## src/rtl/hall_tx_defines.svh

```systemverilog
// constants for the measurement package framer
`ifndef HALL_TX_DEFINES_SVH
`define HALL_TX_DEFINES_SVH
`define FRAME_W        13
`define START_HI_POS   12
`define START_LO_POS   11
`define LABEL_HI_POS   10
`define LABEL_LO_POS   9
`define DATA_HI_POS    8
`define DATA_LO_POS    1
`define PARITY_POS     0
`define CNT_RESET      5'h00
`define FIELD_MAX      12'h7FF
`define FIELD_MIN      12'h800
`define DUTY_LO_PERMIL 10'h01E
`define DUTY_MID_PERMIL 10'h1F4
`define DUTY_SPAN_PERMIL 10'h3AC
`define FRAME_GAP_NS   20000
`define FRAME_GAP_CYC  ((`FRAME_GAP_NS + 19) / 20)
`define PWM_PERIOD_CYC 16'h0FA0
`define NV_WORDS       4
`endif

```

## src/rtl/hall_tx_pkg.sv

```systemverilog
// types shared by the framer modules
package hall_tx_pkg;
  typedef logic [12:0] frame_t;
  typedef logic [1:0]  label_t;
  typedef logic [2:0]  err_code_t;
  typedef logic [11:0] field_t;
  typedef enum logic [2:0] {
    ERR_NONE, ERR_ADC_OVF, ERR_ADC_UNF, ERR_NOT_READY,
    ERR_MEM_CHECK, ERR_WDOG, ERR_PROG_CRC, ERR_NV_CRC
  } err_t;
  typedef enum logic [1:0] {
    PH_NV, PH_RUN, PH_PROG
  } phase_t;
endpackage

```

## src/rtl/nv_shadow_if.sv

```systemverilog
// read and write port between framer and nonvolatile shadow store
`timescale 1ns/1ps
interface nv_shadow_if;
  logic [1:0] addr;
  logic [7:0] rdata;
  logic       wen;
  logic [7:0] wdata;
  modport ctrl (output addr, output wen, output wdata, input rdata);
  modport mem  (input addr, input wen, input wdata, output rdata);
endinterface

```

## src/rtl/nv_shadow_mem.sv

```systemverilog
// small nonvolatile content store with registered read data
`timescale 1ns/1ps
`include "hall_tx_defines.svh"
module nv_shadow_mem (
  input  wire logic clk_sys,
  input  wire logic srst,
  nv_shadow_if.mem  bus
);
  logic [7:0] mem_q [`NV_WORDS] = '{default: 8'h00}; // blank until written
  logic [7:0] rdata_q;

  // writes land in storage only; live settings are latched at reset
  always_ff @(posedge clk_sys) begin
    if (bus.wen) begin
      mem_q[bus.addr] <= bus.wdata;
    end
  end

  // registered read keeps memory timing simple
  always_ff @(posedge clk_sys) begin
    if (srst) begin
      rdata_q <= 8'h00;
    end else begin
      rdata_q <= mem_q[bus.addr];
    end
  end

  assign bus.rdata = rdata_q;
endmodule

```

## src/rtl/hall_sensor_data_package_tx.sv

```systemverilog
// measurement package framer with clamp and duty-cycle output
// How it works
// four 13-bit frames, two zero start bits
// label in bits 10:9, sent ascending
// bit 0 makes the frame's ones even
// frame 00: 0, 1, health, counter
// counter five bits, starts at zero
// counter wraps after 11111 to 00000
// health is NOR of non-converter errors
// frame 01 carries 8-bit temperature
// temperature code saturates at 0 and 255
// frame 10: die bit, error, field high
// die bit marks die position
// error code encoding fixed
// frame 11 carries field low byte
// field is 12-bit two's complement
// send nonvolatile content, then stream packages
// programming may interrupt streaming anytime
// new parameters used only after repowering
// field maps linearly to 3..97 percent
// zero gives 50 percent, 94 percent span
// same 16-bit clamp for both modes
// field always saturated to 12 bits
// receiver checks frames, drops bad packages; ecu_rx_model only counts them in badCount and keeps every frame
// memory failure flagged only once at start
// errors only reported, nothing else happens
`timescale 1ns/1ps
`include "hall_tx_defines.svh"
module hall_sensor_data_package_tx
  import hall_tx_pkg::*;
(
  input  wire logic               clk_sys,
  input  wire logic               srst,
  input  wire logic signed [15:0] fieldRaw,
  input  wire logic signed [15:0] tempRaw,
  input  wire logic               dieFar,
  input  wire logic               adcOverflow,
  input  wire logic               adcUnderflow,
  input  wire logic               ifNotReady,
  input  wire logic               memCheckFail,
  input  wire logic               wdogFail,
  input  wire logic               progCrcFail,
  input  wire logic               nvCrcFail,
  input  wire logic signed [15:0] clampLowIn,
  input  wire logic signed [15:0] clampHighIn,
  input  wire logic               progReq,
  input  wire logic [1:0]         progAddr,
  input  wire logic [7:0]         progData,
  input  wire logic               progWrite,
  input  wire logic               frameReady,
  output logic [12:0]             frameData,
  output logic                    frameValid,
  output logic                    nvPhase,
  output logic                    pwmOut,
  output logic [11:0]             fieldOut
);
  import hall_tx_pkg::*;

  nv_shadow_if nvBus ();
  nv_shadow_mem uMem (
    .clk_sys (clk_sys),
    .srst    (srst),
    .bus     (nvBus)
  );

  phase_t            phase_q;
  label_t            label_q;
  logic [4:0]        pkgCnt_q;
  logic [1:0]        nvIdx_q;
  logic              nvRdPend_q;
  logic              memFlagUsed_q;
  logic signed [15:0] clampLo_q;
  logic signed [15:0] clampHi_q;
  logic              clampLoaded_q;
  logic [11:0]       fieldSnap_q;
  logic [7:0]        tempSnap_q;
  err_code_t         errSnap_q;
  logic              okSnap_q;
  logic              dieSnap_q;
  logic [15:0]       pwmCnt_q;
  logic [15:0]       pwmHigh_q;
  logic [11:0]       fieldClamped;
  logic [7:0]        tempCode;
  err_code_t         errNow;
  logic              okNow;
  logic              sendFrame;

  // even parity over bits 12..1 so total ones stay even
  function automatic frame_t build_frame(label_t lab, logic [7:0] dat);
    frame_t f;
    f = {2'b00, lab, dat, 1'b0};
    f[`PARITY_POS] = ^f[12:1];
    return f;
  endfunction

  // clamp a signed value between two signed limits
  function automatic logic signed [15:0] clamp16(
    logic signed [15:0] v, logic signed [15:0] lo, logic signed [15:0] hi);
    logic signed [15:0] r;
    r = v;
    if (r < lo) begin
      r = lo;
    end
    if (r > hi) begin
      r = hi;
    end
    return r;
  endfunction

  // last frame of a package accepted by the line driver
  function automatic logic pkg_end(logic taken, label_t lab);
    return taken && (lab == 2'b11);
  endfunction

  // field path: 12-bit saturation then programmed limits
  always_comb begin
    logic signed [15:0] s;
    s = clamp16(fieldRaw, 16'hF800, 16'h07FF);
    s = clamp16(s, clampLo_q, clampHi_q);
    fieldClamped = s[11:0];
  end

  // temperature code saturates at the range ends
  always_comb begin
    if (tempRaw < 16'sh0000) begin
      tempCode = 8'h00;
    end else if (tempRaw > 16'sh00FF) begin
      tempCode = 8'hFF;
    end else begin
      tempCode = tempRaw[7:0];
    end
  end

  // highest-priority error wins the 3-bit code
  always_comb begin
    errNow = ERR_NONE;
    if (adcOverflow) begin
      errNow = ERR_ADC_OVF;
    end
    if (adcUnderflow) begin
      errNow = ERR_ADC_UNF;
    end
    if (ifNotReady) begin
      errNow = ERR_NOT_READY;
    end
    if (memCheckFail && !memFlagUsed_q) begin
      errNow = ERR_MEM_CHECK;
    end
    if (wdogFail) begin
      errNow = ERR_WDOG;
    end
    if (progCrcFail) begin
      errNow = ERR_PROG_CRC;
    end
    if (nvCrcFail) begin
      errNow = ERR_NV_CRC;
    end
    // converter range errors do not lower the health bit
    okNow = !(ifNotReady || (memCheckFail && !memFlagUsed_q) ||
              wdogFail || progCrcFail || nvCrcFail);
  end

  assign sendFrame = frameValid && frameReady && !progReq;

  // phase sequencing: nonvolatile dump, then run, programming pauses
  always_ff @(posedge clk_sys) begin
    if (srst) begin
      phase_q <= PH_NV;
    end else if (progReq) begin
      phase_q <= PH_PROG;
    end else if (phase_q == PH_PROG) begin
      phase_q <= PH_RUN;
    end else if (phase_q == PH_NV && pkg_end(sendFrame, label_q) &&
                 nvIdx_q == 2'(`NV_WORDS - 1)) begin
      phase_q <= PH_RUN;
    end
  end

  // label walks 00..11, one step per accepted frame
  always_ff @(posedge clk_sys) begin
    if (srst || progReq || phase_q == PH_PROG) begin
      label_q <= 2'b00;
    end else if (sendFrame) begin
      label_q <= label_q + 2'b01;
    end
  end

  // nonvolatile dump index advances once per package
  always_ff @(posedge clk_sys) begin
    if (srst) begin
      nvIdx_q <= 2'b00;
    end else if (phase_q == PH_NV && pkg_end(sendFrame, label_q)) begin
      nvIdx_q <= nvIdx_q + 2'b01;
    end
  end

  // package counter counts measurement packages only
  always_ff @(posedge clk_sys) begin
    if (srst) begin
      pkgCnt_q <= `CNT_RESET;
    end else if (phase_q == PH_RUN && pkg_end(sendFrame, label_q)) begin
      pkgCnt_q <= pkgCnt_q + 5'h01;
    end
  end

  // memory-test failure is reported until the first measurement package ends
  always_ff @(posedge clk_sys) begin
    if (srst) begin
      memFlagUsed_q <= 1'b0;
    end else if (phase_q == PH_RUN && pkg_end(sendFrame, label_q)) begin
      memFlagUsed_q <= 1'b1;
    end
  end

  // limits latched once after reset; later writes wait for a power cycle
  always_ff @(posedge clk_sys) begin
    if (srst) begin
      clampLoaded_q <= 1'b0;
      clampLo_q <= 16'sh8000;
      clampHi_q <= 16'sh7FFF;
    end else if (!clampLoaded_q) begin
      clampLoaded_q <= 1'b1;
      clampLo_q <= clampLowIn;
      clampHi_q <= clampHighIn;
    end
  end

  // snapshot a whole package at label 00 so frames stay coherent
  always_ff @(posedge clk_sys) begin
    if (srst) begin
      fieldSnap_q <= 12'h000;
      tempSnap_q <= 8'h00;
      errSnap_q <= 3'h0;
      okSnap_q <= 1'b1;
      dieSnap_q <= 1'b0;
    end else if (label_q == 2'b00 && !frameValid) begin
      fieldSnap_q <= fieldClamped;
      tempSnap_q <= tempCode;
      errSnap_q <= errNow;
      okSnap_q <= okNow;
      dieSnap_q <= dieFar;
    end
  end

  // programming port writes the store; reads feed the dump
  assign nvBus.addr = (phase_q == PH_PROG) ? progAddr : nvIdx_q;
  assign nvBus.wen = (phase_q == PH_PROG) && progWrite;
  assign nvBus.wdata = progData;

  // frame assembly and handshake with the line driver
  always_ff @(posedge clk_sys) begin
    if (srst || progReq || phase_q == PH_PROG) begin
      frameValid <= 1'b0;
      frameData <= 13'h0000;
      nvRdPend_q <= 1'b1;
    end else if (nvRdPend_q) begin
      nvRdPend_q <= 1'b0; // wait one cycle for registered read
    end else if (!frameValid || frameReady) begin
      frameValid <= 1'b1;
      if (pkg_end(sendFrame, label_q)) begin
        frameValid <= 1'b0; // reload snapshot between packages
        nvRdPend_q <= 1'b1;
      end else begin
        unique case (sendFrame ? label_q + 2'b01 : label_q)
          2'b00: frameData <= (phase_q == PH_NV) ?
            build_frame(2'b00, nvBus.rdata) :
            build_frame(2'b00, {2'b01, okSnap_q, pkgCnt_q});
          2'b01: frameData <= build_frame(2'b01,
            (phase_q == PH_NV) ? nvBus.rdata : tempSnap_q);
          2'b10: frameData <= build_frame(2'b10,
            {dieSnap_q, errSnap_q, fieldSnap_q[11:8]});
          2'b11: frameData <= build_frame(2'b11,
            fieldSnap_q[7:0]);
        endcase
      end
    end
  end

  // flag for the line driver during the nonvolatile dump
  always_ff @(posedge clk_sys) begin
    if (srst) begin
      nvPhase <= 1'b1;
    end else begin
      nvPhase <= (phase_q == PH_NV);
    end
  end

  // duty = 50% + field*47%/2048, zero gives exactly half
  always_ff @(posedge clk_sys) begin
    logic signed [31:0] prod;
    prod = 32'(signed'(fieldClamped)) * 32'sh0000_0758;
    if (srst) begin
      pwmCnt_q <= 16'h0000;
      pwmHigh_q <= 16'h07D0;
      fieldOut <= 12'h000;
    end else begin
      fieldOut <= fieldClamped;
      pwmCnt_q <= (pwmCnt_q == `PWM_PERIOD_CYC - 16'h0001) ?
                  16'h0000 : pwmCnt_q + 16'h0001;
      if (pwmCnt_q == 16'h0000) begin
        pwmHigh_q <= 16'(32'sh0000_07D0 + (prod >>> 11));
      end
    end
  end

  // duty output level from registered compare
  always_ff @(posedge clk_sys) begin
    if (srst) begin
      pwmOut <= 1'b0;
    end else begin
      pwmOut <= (pwmCnt_q < pwmHigh_q);
    end
  end
endmodule

```

## config.mk

```make
export PLATFORM = sky130hd
export DESIGN_NAME = hall_sensor_data_package_tx
export DESIGN_NICKNAME = d
export VERILOG_FILES = /design/src/rtl/hall_tx_pkg.sv /design/src/rtl/nv_shadow_if.sv /design/src/rtl/nv_shadow_mem.sv /design/src/rtl/hall_sensor_data_package_tx.sv
export VERILOG_INCLUDE_DIRS = /design/src /design/src/rtl
export SDC_FILE = /design/constraint.sdc
export NUM_CORES = 1
export LEC_CHECK = 0
export BUFFER_PORTS_ARGS = -buffer_cell sky130_fd_sc_hd__buf_4
export CAP_MARGIN = 20
export CELL_PAD_IN_SITES_DETAIL_PLACEMENT = 2
export CELL_PAD_IN_SITES_GLOBAL_PLACEMENT = 2
export CORE_UTILIZATION = 40
export DETAILED_ROUTE_END_ITERATION = 8
export HOLD_SLACK_MARGIN = 0.15
export PLACE_DENSITY = 0.95
export RECOVER_POWER = 100
export SYNTH_ARGS = -nofsm -noshare
export SYNTH_HDL_FRONTEND = slang
export SYNTH_SLANG_ARGS = --single-unit
```

## constraint.sdc

```tcl
create_clock -name clk_sys -period 19.5 [get_ports clk_sys]
set_clock_uncertainty 0.1 [all_clocks]
set_input_delay 3.9 -clock clk_sys [delete_from_list [all_inputs] [get_ports clk_sys]]
set_output_delay 3.9 -clock clk_sys [all_outputs]
set_load 0.1 [all_outputs]
```

==> metrics.yaml, run 1 <==
worst_setup_path:
  cpMostUsedCell: "ha_1"
  cpPeakStageDelay_ns: 1.09
  arrival_ns: 17.30
  slowest_stage: "o31ai_1"
  startpoint_type: "input port"
  crit_required_ns: 19.64
  end_kind: "register"
  criticalPathCategory: "input port to register"
  worst-path-max-fanout: 19
route:
  drt_first_pass_iters: 5
  routed_wl_mm: 45.33
  vias: 9697
  wire_per_inst_um: 27.50
  viasPerCell: 5.884
  drc_errors: 0
  drtAntennaViolNets: 0
  drt-initial-drc-count: 567
sta:
  clock.fmax_mhz: 58.29
  tns_ns: 0
  finalHoldViolCount: 0
  finalCriticalPeriod_ns: 17.16
  worst_slew_pin_slew_ns: 3.681
  drv_slew: 112
  setup_viol: 0
  relSlewSlack: -1.454
  period_share: 0.8798
  rsz0062_at_grt: "false"
yosys:
  syn_inst: 1197
  async_reset_ff_frac: 0
  synth_area_per_cell_um2: 9.118
  synth-seq-cells: 167
  synth_edf_count: 32
  ys_types: 76
  ys_seq_area_frac: 0.3357
  yosysWarningCount: 0
  synth_area_um2: 10910
  synth_flop_cell: "dfxtp_1"
die:
  coreArea_um2: 26880
  die_w_um: 167.2
  die-height_um: 167.2
  pin_count: 115
  rows: 60
  die_area_um2: 27950
  start_util: 0.4061
global_route:
  grt_max_degree: 66
  grt_pass1_vias: 11130
  grt_overflow: 0
  antenna_found_initial: 0
  grt_use_total: 0.3313
  grt_pass1_wl_mm: 69.19
layout:
  antenna_cells: 0
  area_growth_pct: 14.43
  nNetsFinal: 1526
  layout-drive-gt1-share: 0.1148
  num-fill-cells: 2899
hold_path:
  hp-class: "register to register"
clock_tree:
  cts_buffer_depth: 2
  post_cts_resize_count: 0
  cts_inserted_buffers: 17
  clk_latency_ns: 0.46
  cts_tree: "yes"
  clkTransAtPathRegs_ns: 0.08
  cts_setup_buffers: 0
  htree_levels: 4
  postCtsHoldBufs: 0
  clockRootBuffer: "clkbuf_16"
  cts.sinks: 167
place:
  dp_hpwl_mm: 29.62
  gp_congestion: 0.8666
  io_buffers: 112
status:
  violations: "capacitance limit, slew limit"
  status: "finished with violations"
run:
  maxCapViolations: 2
## synthesized netlist by cell type, types with 26 or more instances
| master | instances | share of area |
|---|---|---|
| nor2_1 | 148 | 0.051 |
| o21ai_0 | 37 | 0.017 |
| edfxtp_1 | 32 | 0.088 |
| dfxtp_1 | 135 | 0.25 |
| ha_1 | 105 | 0.12 |
| and2_1 | 27 | 0.015 |
| xnor2_1 | 47 | 0.038 |
| fa_1 | 40 | 0.073 |
| a21oi_1 | 75 | 0.034 |
| inv_1 | 156 | 0.054 |
| nor3_1 | 32 | 0.015 |
| a211oi_1 | 26 | 0.018 |
| clkbuf_1 | 34 | 0.012 |
| nand2_1 | 54 | 0.019 |
| mux2i_1 | 39 | 0.036 |
## critical path, delay by kind of cell
kind / cells / cell delay [ns]
compound gates: 17 / 5.82
xor+xnor: 2 / 0.32
fa+ha+maj: 9 / 3.90
buf+inv: 7 / 1.15
mux: 2 / 0.76
simple gates: 7 / 1.41
## kinds of logic after synthesis
| group | after synthesis | share of synthesized area |
|---|---|---|
| multiplexers | 71 | 0.07795 |
| other | 1 | 0.0003436 |
| adder cells (fa/ha/maj) | 146 | 0.1947 |
| AO/OA/AOI/OAI | 200 | 0.1198 |
| flip-flops | 167 | 0.3357 |
| AND/OR/NAND/NOR | 341 | 0.1459 |
| buffers and inverters | 204 | 0.07188 |
| XOR/XNOR | 67 | 0.05377 |
## stage by stage
| stage | area (µm²) | hold WS [ns] | instances | worst slack, ns | utilization |
|---|---|---|---|---|---|
| after CTS | 12680 | 0.3977 | 1648 | 3.786 | 0.4717 |
| after detailed placement | 12090 | 0.3756 | 1616 | 3.711 | 0.4499 |
| final | 12490 | 0.3939 | 1648 | 2.344 | 0.4647 |
| after global placement | 12090 | 0.3407 | 1616 | 4.732 | 0.4499 |
| after global routing | 12490 | 0.4184 | 1648 | 1.775 | 0.4647 |
| after floorplan | 10920 | 0.3319 | 1198 | 5.739 | - |
## per-layer routing
layer	track usage	part of all wire
met3	0.06240	0.036
met2	0.6069	0.52
met5	0	0
met1	0.3572	0.39
met4	0.1879	0.056
## final cells by class
type / instances / area [µm²] / share of cell area
Sequential cell: 167 / 3665 / 0.2934
Multi-Input combinational cell: 827 / 6454 / 0.5167
Tap cell: 341 / 426.7 / 0.03416
Clock inverter: 15 / 160.2 / 0.01282
Timing Repair Buffer: 123 / 765.7 / 0.06131
Clock buffer: 17 / 425.4 / 0.03406
Inverter: 158 / 593.1 / 0.04749
## registers in the layout, indices dropped and copies added, names as in the netlist, 2 cells and up
signal / count
nvIdx_q: 2
uMem.bus.rdata: 8
uMem.mem_q: 32
frameData: 11
phase_q: 2
fieldOut: 12
errSnap_q: 3
label_q: 2
fieldSnap_q: 12
clampLo_q: 16
pwmCnt_q: 16
pkgCnt_q: 5
tempSnap_q: 8
clampHi_q: 16
pwmHigh_q: 14
## final timing paths
check                                      to  depth (start not counted)          from  slack (ns)
worst max-delay path            pwmHigh_q[10]                         44  fieldRaw[14]        2.34
worst max register to register  pwmHigh_q[10]                         38  clampLo_q[9]        8.02
worst min register to register   pwmHigh_q[8]                          1  pwmHigh_q[8]        0.39
worst min-delay path             pwmHigh_q[8]                          1  pwmHigh_q[8]        0.39
## placed cells by master (no fill, tap or decap), drive strengths merged, types with 23 or more instances in the layout
cell | netlist | routed
a211oi | 26 | 26
mux2 | 23 | 23
fa | 40 | 40
clkbuf | 34 | 60
buf | 12 | 80
a21oi | 77 | 77
nor2 | 148 | 148
o21ai | 39 | 39
xnor2 | 47 | 47
inv | 157 | 163
mux2i | 40 | 40
ha | 105 | 105
nand2 | 54 | 54
dfxtp | 135 | 135
edfxtp | 32 | 32
nor3 | 33 | 33
and2 | 27 | 27
Power of run 1 is left out: the tool's default activity adds up to more than one toggle a clock period on the data nets, which glitch-free logic cannot reach.
==> inputs of run 2 (changes only) <==
--- a/config.mk
+++ b/config.mk
@@ -15,6 +15,8 @@
 export HOLD_SLACK_MARGIN = 0.15
 export PLACE_DENSITY = 0.95
 export RECOVER_POWER = 100
+export REMOVE_ABC_BUFFERS = 1
+export SETUP_SLACK_MARGIN = 0.15
 export SYNTH_ARGS = -nofsm -noshare
 export SYNTH_HDL_FRONTEND = slang
 export SYNTH_SLANG_ARGS = --single-unit
==> metrics.yaml, run 2 (synthesis gave the netlist of run 1 again) <==
layout:
  most-common-layout-cells: "156 x inv_1, 148 x nor2_1, 134 x dfxtp_1"
  fin_area_um2: 12490
  largest_reg_flops: 32
  final_common_cell: "inv_1"
  regMostFlops: "uMem.mem_q"
  area_growth_pct: 14.46
  nNetsFinal: 1528
  antenna_cells: 0
  instances_no_fill: 1650
  layout-drive-gt1-share: 0.1146
worst_setup_path:
  slowest_stage: "o31ai_1"
  cpMostUsedCell: "ha_1"
  r2r_end: "pwmHigh_q[10]"
  cpPeakStageDelay_ns: 0.96
  crit_start: "fieldRaw[14]"
  r2r_cells: 35
  startpoint_type: "input port"
  arrival_ns: 17.36
  r2r_slack_ns: 7.99
  rr_startpoint: "clampLo_q[13]"
  worst-path-max-fanout: 19
  crit_end: "pwmHigh_q[10]"
  crit_required_ns: 19.55
  criticalPathCategory: "input port to register"
  end_kind: "register"
route:
  vias: 9637
  wire_per_inst_um: 27.33
  drt_first_pass_iters: 5
  viasPerCell: 5.841
  drt-initial-drc-count: 577
  routed_wl_mm: 45.09
  drc_errors: 0
  drtAntennaViolNets: 0
die:
  die-height_um: 167.2
  die_area_um2: 27950
  start_util: 0.4061
  die_w_um: 167.2
  coreArea_um2: 26880
  rows: 60
  pin_count: 115
sta:
  setup_slack_ns: 2.195
  period_share: 0.8874
  relSlewSlack: -0.5717
  worst_slew_pin_slew_ns: 2.357
  drv_slew: 84
  clock.fmax_mhz: 57.79
  tns_ns: 0
  rsz0062_at_grt: "false"
  finalCriticalPeriod_ns: 17.30
  finalHoldViolCount: 0
  setup_viol: 0
global_route:
  grt_max_degree: 44
  grt_overflow: 0
  grt_pass1_wl_mm: 69.71
  grt_use_total: 0.3305
  antenna_found_initial: 0
  grt_pass1_vias: 11300
clock_tree:
  cts_tree: "yes"
  clockRootBuffer: "clkbuf_16"
  cts_inserted_buffers: 17
  clkTransAtPathRegs_ns: 0.08
  post_cts_resize_count: 0
  clk_latency_ns: 0.47
  cts.sinks: 167
  cts_setup_buffers: 0
  postCtsHoldBufs: 0
  cts_buffer_depth: 2
  htree_levels: 4
status:
  status: "finished with violations"
  violations: "capacitance limit, slew limit"
run:
  maxCapViolations: 2
place:
  dp_slack_ns: 3.953
  place_inst: 1617
  io_buffers: 112
  dpl_cell_area_um2: 12100
  dp_hpwl_mm: 30.47
  gp_congestion: 0.8626
hold_path:
  hp-class: "register to register"
==> run 2: cell count changes in the layout (fill, tap and decap cells not counted), sizes merged <==
cell / change
clkbuf: +2
buf: +1
clkinvlp: -1
==> run 2: through the flow <==
| stage | hold WS (ns) | util |
|---|---|---|
| detailed placement | 0.3528 | 0.4502 |
| finish | 0.3957 | 0.4648 |
| global placement | 0.3415 | 0.4502 |
| global route | 0.4186 | 0.4648 |
| floorplan | 0.3258 | - |
| CTS | 0.3971 | 0.4720 |
==> run 2: per-layer routing <==
| layer | vias up | routed length (µm) | GRT usage |
|---|---|---|---|
| met4 | 0 | 2412 | 0.1823 |
| met1 | 4931 | 17660 | 0.3594 |
| met2 | 314 | 23550 | 0.6142 |
| li1 | 4237 | - | - |
| met3 | 155 | 1471 | 0.04916 |
| met5 | - | 0 | 0 |
==> run 2: final cells by class <==
cell class                      count  area [µm²]
Multi-Input combinational cell    827        6444
Clock buffer                       18       429.2
Inverter                          158       593.1
Sequential cell                   167        3665
Fill cell                        2899       14380
Timing Repair Buffer              125       777.0
Clock inverter                     14       157.7
Tap cell                          341       426.7
==> run 2: critical path: cells and delay by family <==
kind                       cells  cell delay, ns
AOI/OAI and AO/OA             17            5.89
adders and majority gates      9            3.72
and+or+nand+nor                6            1.49
muxes                          3            1.33
buffers and inverters          4            0.75
xor gates and xnor gates       2            0.26
==> run 2: worst min path at each step <==
stage	from	endpoint	slack, ns	cells after the start
6_report	pwmHigh_q[8]	pwmHigh_q[8]	0.40	1
5_1_grt	pwmHigh_q[8]	pwmHigh_q[8]	0.42	1
4_1_cts	pwmHigh_q[8]	pwmHigh_q[8]	0.40	1
3_5_place_dp	pwmHigh_q[5]	pwmHigh_q[5]	0.35	2
3_3_place_gp	pwmHigh_q[5]	pwmHigh_q[5]	0.34	2
2_1_floorplan	pwmHigh_q[5]	pwmHigh_q[5]	0.33	2
Power of run 2 is left out for the same reason.
==> inputs of run 3 (changes only) <==
--- a/config.mk
+++ b/config.mk
@@ -8,9 +8,9 @@
 export LEC_CHECK = 0
 export BUFFER_PORTS_ARGS = -buffer_cell sky130_fd_sc_hd__buf_4
 export CAP_MARGIN = 20
-export CELL_PAD_IN_SITES_DETAIL_PLACEMENT = 2
-export CELL_PAD_IN_SITES_GLOBAL_PLACEMENT = 2
-export CORE_UTILIZATION = 40
+export CELL_PAD_IN_SITES_DETAIL_PLACEMENT = 1
+export CELL_PAD_IN_SITES_GLOBAL_PLACEMENT = 1
+export CORE_UTILIZATION = 50
 export DETAILED_ROUTE_END_ITERATION = 8
 export HOLD_SLACK_MARGIN = 0.15
 export PLACE_DENSITY = 0.95
==> metrics.yaml, run 3 (synthesis gave the netlist of run 1 again) <==
layout:
  postLayoutCoreUtil: 0.5872
  multi_input_area_um2: 6445
  fin_area_um2: 12460
  antenna_cells: 0
  final_common_cell: "inv_1"
  largest_reg_flops: 32
  area_growth_pct: 14.17
  num-fill-cells: 2482
  regArea_um2: 3665
  regMostFlops: "uMem.mem_q"
  nNetsFinal: 1528
  layout-drive-gt1-share: 0.1146
  most-common-layout-cells: "156 x inv_1, 148 x nor2_1, 134 x dfxtp_1"
die:
  coreArea_um2: 21220
  pin_count: 115
  die_area_um2: 22420
  die-height_um: 149.7
  start_util: 0.5143
  die_w_um: 149.7
  rows: 53
clock_tree:
  clkTransAtPathRegs_ns: 0.08
  cts_tree: "yes"
  cts_setup_buffers: 0
  postCtsHoldBufs: 0
  clk_latency_ns: 0.46
  cts_buffer_depth: 2
  cts_inserted_buffers: 17
  cts.sinks: 167
  clockRootBuffer: "clkbuf_16"
  post_cts_resize_count: 0
  htree_levels: 4
route:
  wire_per_inst_um: 22.62
  drt_first_pass_iters: 5
  drtAntennaViolNets: 0
  met1_length_mm: 13.91
  met2_length_mm: 18.44
  viasPerCell: 5.961
  drc_errors: 0
  vias: 9443
  dr.max_layer_used: "met4"
  routed_wl_mm: 35.83
  drt-initial-drc-count: 623
  wl_met3_mm: 1.767
place:
  dpl_cell_area_um2: 12020
  gp_congestion: 0.8481
  io_buffers: 112
  dp_hpwl_mm: 24.55
sta:
  finalHoldViolCount: 0
  clock.fmax_mhz: 60.97
  setup_viol: 0
  tns_ns: 0
  finalCriticalPeriod_ns: 16.40
  drv_slew: 97
  worst_slew_pin_slew_ns: 2.600
  relSlewSlack: -0.7332
  period_share: 0.8411
  whs_ns: 0.3888
  rsz0062_at_grt: "false"
worst_setup_path:
  crit_required_ns: 19.62
  criticalPathCategory: "input port to register"
  startpoint_type: "input port"
  slowest_stage: "o31ai_1"
  arrival_ns: 16.52
  end_kind: "register"
  worst-path-max-fanout: 19
  cpPeakStageDelay_ns: 0.92
  rr_startpoint: "clampLo_q[13]"
  crit_start: "fieldRaw[14]"
global_route:
  grt_max_degree: 53
  grt_overflow: 0
  grt_pass1_wl_mm: 56.44
  grt_use_total: 0.3324
  antenna_found_initial: 0
  grt_pass1_vias: 10450
hold_path:
  hp-class: "register to register"
  hold_start: "clampHi_q[14]"
status:
  status: "finished with violations"
  violations: "capacitance limit, slew limit"
run:
  maxCapViolations: 2
## run 3: stage by stage
stage	std cells	setup slack, ns
detailed placement	1551	4.195
CTS	1583	4.392
finish	1584	3.098
global route	1584	2.305
floorplan	1152	5.242
global placement	1550	4.957
## run 3: path summary, 6_finish.rpt
path / end / slack (ns) / cells after the start
setup / recovery: pwmHigh_q[11] / 3.10 / 39
hold / removal: clampHi_q[14] / 0.39 / 2
setup reg to reg: pwmHigh_q[11] / 8.61 / 33
hold reg to reg: clampHi_q[14] / 0.39 / 2
## run 3: worst max-delay path, delay by kind of cell
kind | cells | cell delay [ns]
buffers and inverters | 4 | 0.77
xor gates and xnor gates | 2 | 0.35
and+or+nand+nor | 7 | 1.69
muxes | 3 | 1.32
AOI/OAI and AO/OA | 15 | 4.80
adders and majority gates | 8 | 3.68
## run 3: final cells by class
cell class | instances | area share
repair buffers | 125 | 0.06236
clock inverters | 15 | 0.01697
inverters | 158 | 0.04760
well taps | 275 | 0.02761
clock buffers | 17 | 0.03414
multi-input cells | 827 | 0.5172
flip-flops and latches | 167 | 0.2941
## run 3: routing by layer
| layer | vias to the layer above | track usage |
|---|---|---|
| li1 | 4239 | - |
| met1 | 4703 | 0.3671 |
| met2 | 368 | 0.5891 |
| met3 | 133 | 0.06220 |
| met4 | 0 | 0.2035 |
| met5 | - | 0 |
Power of run 3 is left out for the same reason.
